File: src/fsol_pkg.sv
`default_nettype none
package fsol_pkg;
    // ------------------------------------------------------------
    // register offsets (high page)
    // ------------------------------------------------------------
    localparam logic [15:0] REG_CLOCK_DIV    = 16'h1820;
    localparam logic [15:0] REG_OPTION_COPY  = 16'h1821;
    localparam logic [15:0] REG_CONFIG       = 16'h1823;
    localparam logic [15:0] REG_PROTECT_COPY = 16'h1824;
    localparam logic [15:0] REG_STATUS       = 16'h1825;
    localparam logic [15:0] REG_COMMAND      = 16'h1826;
    // ------------------------------------------------------------
    // reserved flash locations
    // ------------------------------------------------------------
    localparam logic [15:0] NV_FINE_ADJ      = 16'hFFAE;
    localparam logic [15:0] NV_COARSE_ADJ    = 16'hFFAF;
    localparam logic [15:0] NV_KEY_FIRST     = 16'hFFB0;
    localparam logic [15:0] NV_KEY_LAST      = 16'hFFB7;
    localparam logic [15:0] NV_PROTECT       = 16'hFFBD;
    localparam logic [15:0] NV_OPTION        = 16'hFFBF;
    localparam logic [15:0] FLASH_TOP        = 16'hFFFF;
    // ------------------------------------------------------------
    // field positions and values
    // ------------------------------------------------------------
    localparam int          OPT_KEY_ENABLE   = 7;
    localparam int          CFG_KEY_ACCESS   = 5;
    localparam int          STAT_CMD_EMPTY   = 7;
    localparam int          STAT_CMD_DONE    = 6;
    localparam int          STAT_PROT_VIOL   = 5;
    localparam int          STAT_ACC_ERR     = 4;
    localparam int          STAT_BLANK       = 2;
    localparam int          PROT_DISABLE     = 0;
    localparam logic [1:0]  LOCK_UNSECURED   = 2'h2;
    localparam logic [7:0]  CMD_BLANK_CHECK  = 8'h05;
    localparam logic [7:0]  CMD_BYTE_PROG    = 8'h20;
    localparam logic [7:0]  CMD_BURST_PROG   = 8'h25;
    localparam logic [7:0]  CMD_PAGE_ERASE   = 8'h40;
    localparam logic [7:0]  CMD_MASS_ERASE   = 8'h41;
    localparam int          PAGE_BYTES       = 512;
    localparam int          PAGE_SHIFT       = 9;
    localparam int          KEY_BYTES        = 8;
    localparam logic [7:0]  STATUS_RESET     = 8'hC0;
    localparam logic [7:0]  ZERO_BYTE        = 8'h00;
    // ------------------------------------------------------------
    // load sequencer states
    // ------------------------------------------------------------
    typedef enum logic [2:0] {
        FSOL_IDLE    = 3'b000,
        FSOL_PROTECT = 3'b001,
        FSOL_OPTION  = 3'b011,
        FSOL_TRIM    = 3'b010,
        FSOL_KEY     = 3'b110,
        FSOL_READY   = 3'b111
    } fsol_state_t;
endpackage : fsol_pkg
`default_nettype wire

File: src/fsol_flash_security_option_loader.sv
`default_nettype none
// Summary of operation
// - Each reset copies stored protection and option bytes into working registers.
// - An eight-byte backdoor comparison key is held from reserved flash.
// - After reset the factory trim is loaded into the coarse and fine clock-source trim regs.
// - Backdoor key compare may unsecure only while key enable bit is 1.
// - Key entry accepted only from secure-memory code, never from debug commands.
// - With key disabled, security lifts only after mass erase then blank verify.
// - Stored lock field value 1:0 means unsecured after reset.
// - While secured, debug port and non-secure code are denied RAM access.
// - Factory info row is never readable or writable outside production test.
// - Flash is 512-byte pages, sixteen or eight pages by variant.
// - Secured debug may only blank check or mass erase; others flag access error.
// - Enabled block protection covers a 512-byte boundary up to the top address.
module fsol_flash_security_option_loader
    import fsol_pkg::*;
#(
    parameter int PAGE_COUNT = 16
) (
    // clock and reset
    input  wire logic        clock,
    input  wire logic        rst,
    // register access from the cpu or debug controller
    input  wire logic        regWrite,
    input  wire logic        regRead,
    input  wire logic [15:0] regAddr,
    input  wire logic [7:0]  regWrData,
    input  wire logic        accessFromDebug,
    input  wire logic        accessFromSecureCode,
    input  wire logic        productionTest,
    output logic      [7:0]  regRdData,
    // nonvolatile array read port used by the loader
    output logic             nvRead,
    output logic      [15:0] nvAddr,
    input  wire logic [7:0]  nvData,
    input  wire logic [7:0]  factoryTrim,
    input  wire logic        factoryFineTrim,
    // flash command engine hand-off
    output logic             cmdLaunch,
    input  wire logic        cmdComplete,
    input  wire logic        blankResult,
    // clock-source trim outputs
    output logic      [7:0]  clockSourceAdjust,
    output logic             clockSourceFineAdjust,
    // security status
    output logic             cpuHoldInReset,
    output logic             secured,
    output logic             ramAccessAllow,
    output logic             infoRowAccessAllow,
    output logic             protectHit
);
    import fsol_pkg::*;

    fsol_state_t         state_q;
    logic [7:0]          protect_q;
    logic [7:0]          option_q;
    logic [63:0]         key_q;
    logic [2:0]          keyIdx_q;
    logic                unlocked_q;
    logic                erased_q;
    logic [7:0]          clkDiv_q;
    logic [7:0]          config_q;
    logic [7:0]          status_q;
    logic [7:0]          command_q;
    logic [7:0]          keyShadow_q [KEY_BYTES];
    logic [2:0]          keyWrIdx_q;

    // ------------------------------------------------------------
    // helpers
    // ------------------------------------------------------------
    function automatic logic cmd_legal(input logic [7:0] c);
        return (c == CMD_BLANK_CHECK) || (c == CMD_BYTE_PROG) || (c == CMD_BURST_PROG)
            || (c == CMD_PAGE_ERASE) || (c == CMD_MASS_ERASE);
    endfunction : cmd_legal

    function automatic logic in_protected(input logic [15:0] a, input logic [7:0] p);
        logic [15:0] base;
        base = {p[7:1], 9'h000};
        return (p[PROT_DISABLE] == 1'b0) && (a >= base) && (a <= FLASH_TOP);
    endfunction : in_protected

    // ------------------------------------------------------------
    // reset load sequencer
    // ------------------------------------------------------------
    always_ff @(posedge clock) begin
        if (rst) begin
            state_q  <= FSOL_IDLE;
            keyIdx_q <= 3'h0;
        end else begin
            unique case (state_q)
                FSOL_IDLE:    state_q <= FSOL_PROTECT;
                FSOL_PROTECT: state_q <= FSOL_OPTION;
                FSOL_OPTION:  state_q <= FSOL_TRIM;
                FSOL_TRIM:    state_q <= FSOL_KEY;
                FSOL_KEY: begin
                    keyIdx_q <= keyIdx_q + 3'h1;
                    if (keyIdx_q == 3'h7) begin
                        state_q <= FSOL_READY;
                    end
                end
                FSOL_READY:   state_q <= FSOL_READY;
                default:      state_q <= FSOL_IDLE;
            endcase
        end
    end

    // the protect, option and key states address the cell that each captures in that same cycle
    always_comb begin
        nvRead = (state_q != FSOL_READY);
        unique case (state_q)
            FSOL_IDLE:    nvAddr = NV_PROTECT;
            FSOL_PROTECT: nvAddr = NV_PROTECT;
            FSOL_OPTION:  nvAddr = NV_OPTION;
            FSOL_TRIM:    nvAddr = NV_KEY_FIRST;
            FSOL_KEY:     nvAddr = NV_KEY_FIRST + 16'(keyIdx_q);
            default:      nvAddr = NV_KEY_LAST;
        endcase
    end

    always_ff @(posedge clock) begin
        if (rst) begin
            protect_q <= 8'hFF;
            option_q  <= ZERO_BYTE;
        end else if (state_q == FSOL_PROTECT) begin
            protect_q <= nvData;
        end else if (state_q == FSOL_OPTION) begin
            option_q  <= nvData;
        end else if (state_q == FSOL_READY && regWrite && regAddr == REG_PROTECT_COPY
                     && !secured) begin
            // protection may only be tightened by software
            protect_q <= protect_q & regWrData;
        end
    end

    // key shifted in over the eight key slots, lowest address ends on top
    always_ff @(posedge clock) begin
        if (rst) begin
            key_q <= 64'h0;
        end else if (state_q == FSOL_KEY) begin
            key_q <= {key_q[55:0], nvData};
        end
    end

    always_ff @(posedge clock) begin
        if (rst) begin
            clockSourceAdjust     <= 8'h80;
            clockSourceFineAdjust <= 1'b0;
        end else if (state_q == FSOL_TRIM) begin
            clockSourceAdjust     <= factoryTrim;
            clockSourceFineAdjust <= factoryFineTrim;
        end
    end

    assign cpuHoldInReset = (state_q != FSOL_READY);

    // ------------------------------------------------------------
    // security state
    // ------------------------------------------------------------
    logic keyWrite;
    logic keyFull;
    logic keyMatch;
    logic [63:0] keyEntered;
    always_comb begin
        keyEntered = 64'h0;
        for (int i = 0; i < KEY_BYTES; i++) begin
            keyEntered[63 - 8 * i -: 8] = keyShadow_q[i];
        end
        keyWrite = regWrite && regAddr >= NV_KEY_FIRST && regAddr <= NV_KEY_LAST
                   && config_q[CFG_KEY_ACCESS] && state_q == FSOL_READY
                   && accessFromSecureCode && !accessFromDebug;
        keyFull  = keyWrite && keyWrIdx_q == 3'h7;
        keyMatch = option_q[OPT_KEY_ENABLE] && keyFull
                   && ({keyEntered[63:8], regWrData} == key_q);
    end

    always_ff @(posedge clock) begin
        if (rst) begin
            keyWrIdx_q    <= 3'h0;
            for (int i = 0; i < KEY_BYTES; i++) keyShadow_q[i] <= ZERO_BYTE;
        end else if (keyWrite) begin
            keyShadow_q[keyWrIdx_q] <= regWrData;
            keyWrIdx_q              <= keyWrIdx_q + 3'h1;
        end
    end

    always_ff @(posedge clock) begin
        if (rst) begin
            unlocked_q <= 1'b0;
        end else if (keyMatch) begin
            unlocked_q <= 1'b1;
        end
    end

    // mass erase then verified blank releases security
    always_ff @(posedge clock) begin
        if (rst) begin
            erased_q <= 1'b0;
        end else if (cmdComplete && command_q == CMD_MASS_ERASE) begin
            erased_q <= 1'b1;
        end
    end

    logic blankVerified_q;
    always_ff @(posedge clock) begin
        if (rst) begin
            blankVerified_q <= 1'b0;
        end else if (cmdComplete && command_q == CMD_BLANK_CHECK && erased_q && blankResult) begin
            blankVerified_q <= 1'b1;
        end
    end

    assign secured = (state_q != FSOL_READY)
                     || ((option_q[1:0] != LOCK_UNSECURED)
                         && !unlocked_q && !blankVerified_q);
    assign ramAccessAllow     = !secured || (accessFromSecureCode && !accessFromDebug);
    assign infoRowAccessAllow = productionTest;
    assign protectHit = in_protected(regAddr, protect_q)
                        && (regAddr >= (FLASH_TOP - 16'(PAGE_COUNT * PAGE_BYTES) + 16'h1));

    // ------------------------------------------------------------
    // flash control registers
    // ------------------------------------------------------------
    logic cmdWrite;
    logic cmdRefused;
    assign cmdWrite   = regWrite && regAddr == REG_COMMAND && state_q == FSOL_READY;
    assign cmdRefused = !cmd_legal(regWrData) || (secured && accessFromDebug
                        && regWrData != CMD_BLANK_CHECK && regWrData != CMD_MASS_ERASE);

    always_ff @(posedge clock) begin
        if (rst) begin
            clkDiv_q  <= ZERO_BYTE;
            config_q  <= ZERO_BYTE;
            command_q <= ZERO_BYTE;
        end else begin
            if (regWrite && regAddr == REG_CLOCK_DIV && !clkDiv_q[7]
                && !status_q[STAT_ACC_ERR]) begin
                clkDiv_q <= {1'b1, regWrData[6:0]};
            end
            if (regWrite && regAddr == REG_CONFIG) begin
                config_q <= regWrData & 8'h20;
            end
            if (cmdWrite && !cmdRefused) begin
                command_q <= regWrData;
            end
        end
    end

    always_ff @(posedge clock) begin
        if (rst) begin
            status_q <= STATUS_RESET;
        end else begin
            if (regWrite && regAddr == REG_STATUS && regWrData[STAT_ACC_ERR]) begin
                status_q[STAT_ACC_ERR] <= 1'b0;
            end
            if (cmdWrite && cmdRefused) begin
                status_q[STAT_ACC_ERR] <= 1'b1;
            end
            if (cmdLaunch) begin
                status_q[STAT_CMD_EMPTY] <= 1'b0;
                status_q[STAT_CMD_DONE]  <= 1'b0;
            end else if (cmdComplete) begin
                status_q[STAT_CMD_EMPTY] <= 1'b1;
                status_q[STAT_CMD_DONE]  <= 1'b1;
                status_q[STAT_BLANK]     <= blankResult;
            end
        end
    end

    assign cmdLaunch = regWrite && regAddr == REG_STATUS && regWrData[STAT_CMD_EMPTY]
                       && status_q[STAT_CMD_EMPTY] && !status_q[STAT_ACC_ERR]
                       && cmd_legal(command_q);

    always_ff @(posedge clock) begin
        if (rst) begin
            regRdData <= ZERO_BYTE;
        end else if (regRead) begin
            unique case (regAddr)
                REG_CLOCK_DIV:    regRdData <= clkDiv_q;
                REG_OPTION_COPY:  regRdData <= {option_q[7:6], 4'h0, option_q[1:0]};
                REG_CONFIG:       regRdData <= config_q;
                REG_PROTECT_COPY: regRdData <= protect_q;
                REG_STATUS:       regRdData <= status_q;
                REG_COMMAND:      regRdData <= command_q;
                default:          regRdData <= ZERO_BYTE;
            endcase
        end
    end

    // ------------------------------------------------------------
    // checks
    // ------------------------------------------------------------
    AST_LOAD_DONE: assert property (@(posedge clock) $fell(rst) |-> ##12 !cpuHoldInReset)
        else $error("load not finished in time");
    AST_COPY_OPT: assert property (@(posedge clock) disable iff (rst)
        state_q == FSOL_OPTION |=> option_q == $past(nvData))
        else $error("option byte not copied");
    AST_UNSEC: assert property (@(posedge clock) disable iff (rst)
        (state_q == FSOL_READY && option_q[1:0] == LOCK_UNSECURED) |-> !secured)
        else $error("unsecured code seen as secured");
    AST_KEY_ENABLE_BIT: assert property (@(posedge clock) disable iff (rst)
        (!option_q[OPT_KEY_ENABLE] && !unlocked_q) |=> !unlocked_q)
        else $error("key unlocked while disabled");
    AST_DBGKEY: assert property (@(posedge clock) disable iff (rst)
        accessFromDebug |-> !keyWrite)
        else $error("key entry via debug");
    AST_RAM: assert property (@(posedge clock) disable iff (rst)
        (secured && accessFromDebug) |-> !ramAccessAllow)
        else $error("ram open to debug while secured");
    AST_DBGCMD: assert property (@(posedge clock) disable iff (rst)
        (cmdWrite && secured && accessFromDebug && regWrData != CMD_BLANK_CHECK
         && regWrData != CMD_MASS_ERASE) |=> status_q[STAT_ACC_ERR])
        else $error("secured debug command not refused");
    AST_TRIM: assert property (@(posedge clock) disable iff (rst)
        state_q == FSOL_TRIM |=> clockSourceAdjust == $past(factoryTrim))
        else $error("trim not loaded");
    AST_IFR: assert property (@(posedge clock) disable iff (rst)
        !productionTest |-> !infoRowAccessAllow)
        else $error("info row open");
endmodule : fsol_flash_security_option_loader
`default_nettype wire

File: config.mk
export PLATFORM = sky130hd
export DESIGN_NAME = fsol_flash_security_option_loader
export DESIGN_NICKNAME = d
export VERILOG_FILES = /design/src/fsol_pkg.sv /design/src/fsol_flash_security_option_loader.sv
export SDC_FILE = /design/constraint.sdc
export NUM_CORES = 1
export LEC_CHECK = 0
export ABC_CLOCK_PERIOD_IN_PS = 3000
export BUFFER_PORTS_ARGS = -buffer_cell sky130_fd_sc_hd__buf_4
export CAP_MARGIN = 40
export CORE_MARGIN = 8
export CORE_UTILIZATION = 50
export DETAILED_ROUTE_END_ITERATION = 16
export PLACE_DENSITY = 0.67
export REMOVE_ABC_BUFFERS = 1
export SLEW_MARGIN = 20
export SYNTH_ARGS = -nofsm -noshare
export SYNTH_HDL_FRONTEND = slang
export SYNTH_SLANG_ARGS = --single-unit
File: constraint.sdc
create_clock -name clock -period 3 [get_ports clock]
set_input_delay 0.6 -clock clock [delete_from_list [all_inputs] [get_ports clock]]
set_output_delay 0.6 -clock clock [all_outputs]
set_load 0.02 [all_outputs]
==> summary.txt <==
STA
  – Count of endpoints failing setup in the final report: 0
  – Post-Route Setup TNS: 0 ps
  – Achievable clock frequency: 370.9 MHz
  – Relative slew slack: 55.03%
  – Setup skew after layout: roughly 11 ps
  – RSZ-0062 raised after global routing: no
  – Final Hold Vio Count: 0
  – Period utilization: between 80 and 90%
  – Tightest Pin Transition: 674.5 ps
  – Slew Viols, Final: 0
  – Minimum period implied by the final worst setup slack: about 2700 ps
  – Hold slack final: 377.3 ps

Cells and area
  – Proportion of layout cells with a drive suffix above 1: around 15%
  – Synthesis-to-layout area growth: 15.92%
  – Finished layout cell area: 9574 um2
  – Combined area of the multi-input logic cells: around 3700 um2
  – Number of nets in the layout: 1,009
  – Storage element area: 4184 um2
  – Number of diodes added for antenna fixing: 0
  – Filler instances: ~1,500

GRT
  – Number of antenna violations at the first check in global routing: 0
  – Grt total ovfl: 0
  – Maximum number of pins on one net before global-route repair: between 100 and 150
  – First-pass GRT wire length: 34,890 um
  – Global router's overall resource usage: 22.29%
  – Via count of the first global-routing pass: 6,266

Clock tree
  – Bufs on Longest Clock Path: 2
  – Clock sink count: 181
  – Post-CTS setup repair buffer count: 0
  – Inserted Clock Buffers: 17
  – Max H-tree Level: 4
  – Number of instances resized during post-cts repair: 0
  – Worst-Skew Late Latency: 440 ps
  – TritonCTS clock tree: done
  – Hold-fix buffers, CTS: 0
  – Clock-pin slew on the worst setup and hold paths: 70 ps
  – Cell at the root of the clock tree: sky130_fd_sc_hd__clkbuf_16

Logic synthesis
  – Number of enable-type register cells in the synthesized netlist: 56
  – Avg Synthesized Cell Area: between 9 and 10 um2
  – Dominant register cell in the synthesized netlist: sky130_fd_sc_hd__dfxtp_1
  – #FFs+latches synth: 181
  – Number of warning messages in the yosys log: 0
  – Sequential fraction of the synthesis area: slightly above 50%
  – Share of synthesized registers carrying an async set or reset: 0%
  – Dominant cell by count in the synthesized netlist: sky130_fd_sc_hd__nand2_1
  – Synthesized cell area: 8259 um2
  – Cell type with the largest total area after synthesis: sky130_fd_sc_hd__dfxtp_1
  – Distinct cells, synth: 63
  – Leading post-synthesis cells by instance count: sky130_fd_sc_hd__nand2_1, sky130_fd_sc_hd__dfxtp_1, sky130_fd_sc_hd__a21oi_1
  – Top-area cell type share of the netlist area: between 30% and 40%
  – Cell types with the largest area share after synthesis: sky130_fd_sc_hd__dfxtp_1, sky130_fd_sc_hd__edfxtp_1, sky130_fd_sc_hd__nand2_1, sky130_fd_sc_hd__a21oi_1, sky130_fd_sc_hd__xnor2_1
  – Cells after Synth: roughly 890

Detailed routing
  – Starting DRT DRC Count: just over 500
  – Via count: 6,536
  – First-pass iteration count of the detailed router: 8
  – Post-DR wirelength/cell: between 15 and 20 um
  – Final routed DRC violation total: 0
  – Detailed-route vias per instance: 5.534
  – Total wirelength of the detailed-routed design: 22,510 um
  – Antenna Nets Post-Route: 0

Worst setup path
  – Endpoint type of the worst setup path: output port
  – Crit path max fanout: 3
  – Worst Path Arrival: roughly 2100 ps
  – Critical path required time: 2400 ps
  – WS Path Type: flop to output port
  – R2r setup slk: 490 ps
  – Startpoint type of the worst setup path: flop

Power and ir drop
  – Switching part of the total power: 25.12%
  – Combinational group share of total power: 7.7%
  – Cell area power density: 549.9 nW/um2
  – Relative contribution of sequential cells to total power: 49.9%
  – Total power draw: between 0.005 and 0.006 W
  – LEAKAGE: 3.632 nW
  – Psw: 0.001322 W
  – Worst vdd rail ir drop: 0.4217 mV
  – Cell internal pwr: 0.003943 W
  – Part of the total power dissipated in the clock network: 42.3%

Floorplan
  – I/O pins: 90
  – Die outline height: 144.5 um
  – Die outline area: between 20,000 and 25,000 um2
  – Number of standard-cell rows in the floorplan: 47
  – Std-Cell Core Area: 16,350 um2
  – Die width: 144.5 um
  – Effective utilization at floorplan: 50.52%

Place
  – Estimated wirelength of the detail-placed design: approximately 16,000 um
  – Cell Area, Placed: 8984 um2
  – Count of input and output buffers: 75
  – Gp weighted congestion: 0.8866

Outcome
  – Result of the run: complete, no violations

Job
  – MaxCap Viol Count: 0

Min path
  – Min-Delay Path Class: input pin to flop
-- power by group through the flow --
stage | sequential, W | combinational (W) | clock (W)
after floorplan | 0.00267 | 0.000187 | 0
after global placement | 0.00268 | 0.000399 | 0
after detailed placement | 0.00268 | 0.000404 | 0
after CTS | 0.00263 | 0.000405 | 0.00226
after global routing | 0.00263 | 0.000440 | 0.00237
final | 0.00263 | 0.000406 | 0.00223
-- placed cells by master, fill, tap and decap left out, types with 3 or more instances in the layout --
cell	instances
sky130_fd_sc_hd__nand2_1	159
sky130_fd_sc_hd__xnor2_1	32
sky130_fd_sc_hd__nor3_1	22
sky130_fd_sc_hd__and2_1	38
sky130_fd_sc_hd__nor2_1	51
sky130_fd_sc_hd__nand2b_1	3
sky130_fd_sc_hd__a22oi_1	4
sky130_fd_sc_hd__mux2i_1	26
sky130_fd_sc_hd__inv_1	32
sky130_fd_sc_hd__dfxtp_1	125
sky130_fd_sc_hd__nand3_2	3
sky130_fd_sc_hd__nor3_2	4
sky130_fd_sc_hd__and3_1	4
sky130_fd_sc_hd__nand4_1	16
sky130_fd_sc_hd__or2_2	3
sky130_fd_sc_hd__ha_1	11
sky130_fd_sc_hd__a222oi_1	3
sky130_fd_sc_hd__nand3_1	11
sky130_fd_sc_hd__nor4_1	17
sky130_fd_sc_hd__conb_1	12
sky130_fd_sc_hd__buf_4	89
sky130_fd_sc_hd__o2bb2ai_1	6
sky130_fd_sc_hd__xor2_1	17
sky130_fd_sc_hd__nand3b_1	4
sky130_fd_sc_hd__a21oi_1	85
sky130_fd_sc_hd__nor2b_1	7
sky130_fd_sc_hd__a22o_1	8
sky130_fd_sc_hd__clkbuf_16	19
sky130_fd_sc_hd__inv_6	5
sky130_fd_sc_hd__o22ai_1	6
sky130_fd_sc_hd__edfxtp_1	56
sky130_fd_sc_hd__o21ai_0	29
sky130_fd_sc_hd__a221oi_1	6
-- routing by layer --
metal	global-route usage, %	up-vias	share of wire (%)
met5	0	-	0
met4	10.73	0	3.6
met3	5.480	45	4.9
met2	35.10	213	47
met1	28.16	3105	44
li1	-	3173	-
-- through the flow --
stage | utilization (%) | std cells | setup WS, ps
floorplan | - | 838 | 203.2
global placement | 54.95 | 1149 | 246.7
detailed placement | 54.95 | 1149 | 210.7
CTS | 58.56 | 1181 | 247.7
global route | 58.56 | 1181 | 155.2
finish | 58.56 | 1181 | 303.8
-- worst paths after layout --
check	from	end	cells after the start
setup reg to reg	config_q[5]	keyShadow_q[0][0]	6
setup / recovery	command_q[7]	cmdLaunch	4
hold reg to reg	regRdData[0]	regRdData[0]	2
hold / removal	factoryTrim[7]	clockSourceAdjust[7]	3
-- critical path, stage by stage (launching register included) --
cell and delay, ps:
sky130_fd_sc_hd__dfxtp_1 360, sky130_fd_sc_hd__nor4_1 500, sky130_fd_sc_hd__nand4_1 220, sky130_fd_sc_hd__a2111oi_2 360, sky130_fd_sc_hd__buf_4 220
-- flip-flops by register name (all words and copies together), names as in the netlist --
name	count
state_q	3
clockSourceAdjust	8
status_q	3
unlocked_q	1
erased_q	1
keyIdx_q	3
keyWrIdx_q	3
command_q	8
blankVerified_q	1
keyShadow_q	56
config_q	1
clockSourceFineAdjust	1
option_q	4
clkDiv_q	8
protect_q	8
key_q	64
regRdData	8
-- final cells by class --
| type | count | share of cell area, % |
|---|---|---|
| sequential | 181 | 43.70 |
| timing repair buffer | 91 | 7.397 |
| clock buffer | 20 | 5.110 |
| multi-input combinational | 623 | 38.53 |
| tap | 220 | 2.875 |
| inverter | 34 | 1.333 |
| clock inverter | 12 | 1.059 |
-- cell families (layout without fill, tap and decap cells) --
kind of cell             count (synthesis)  after routing  share of synthesized area, %
AO/OA/AOI/OAI                          165            165                         12.30
XOR/XNOR                                49             49                         5.196
adder cells (fa/ha/maj)                 11             11                         1.666
buffers and inverters                   97            157                         5.181
flip-flops                             181            181                         50.66
multiplexers                            26             26                         3.151
other                                    2             12                       0.09093
AND/OR/NAND/NOR                        360            360                         21.75
Power figures use the tool's default switching activity.
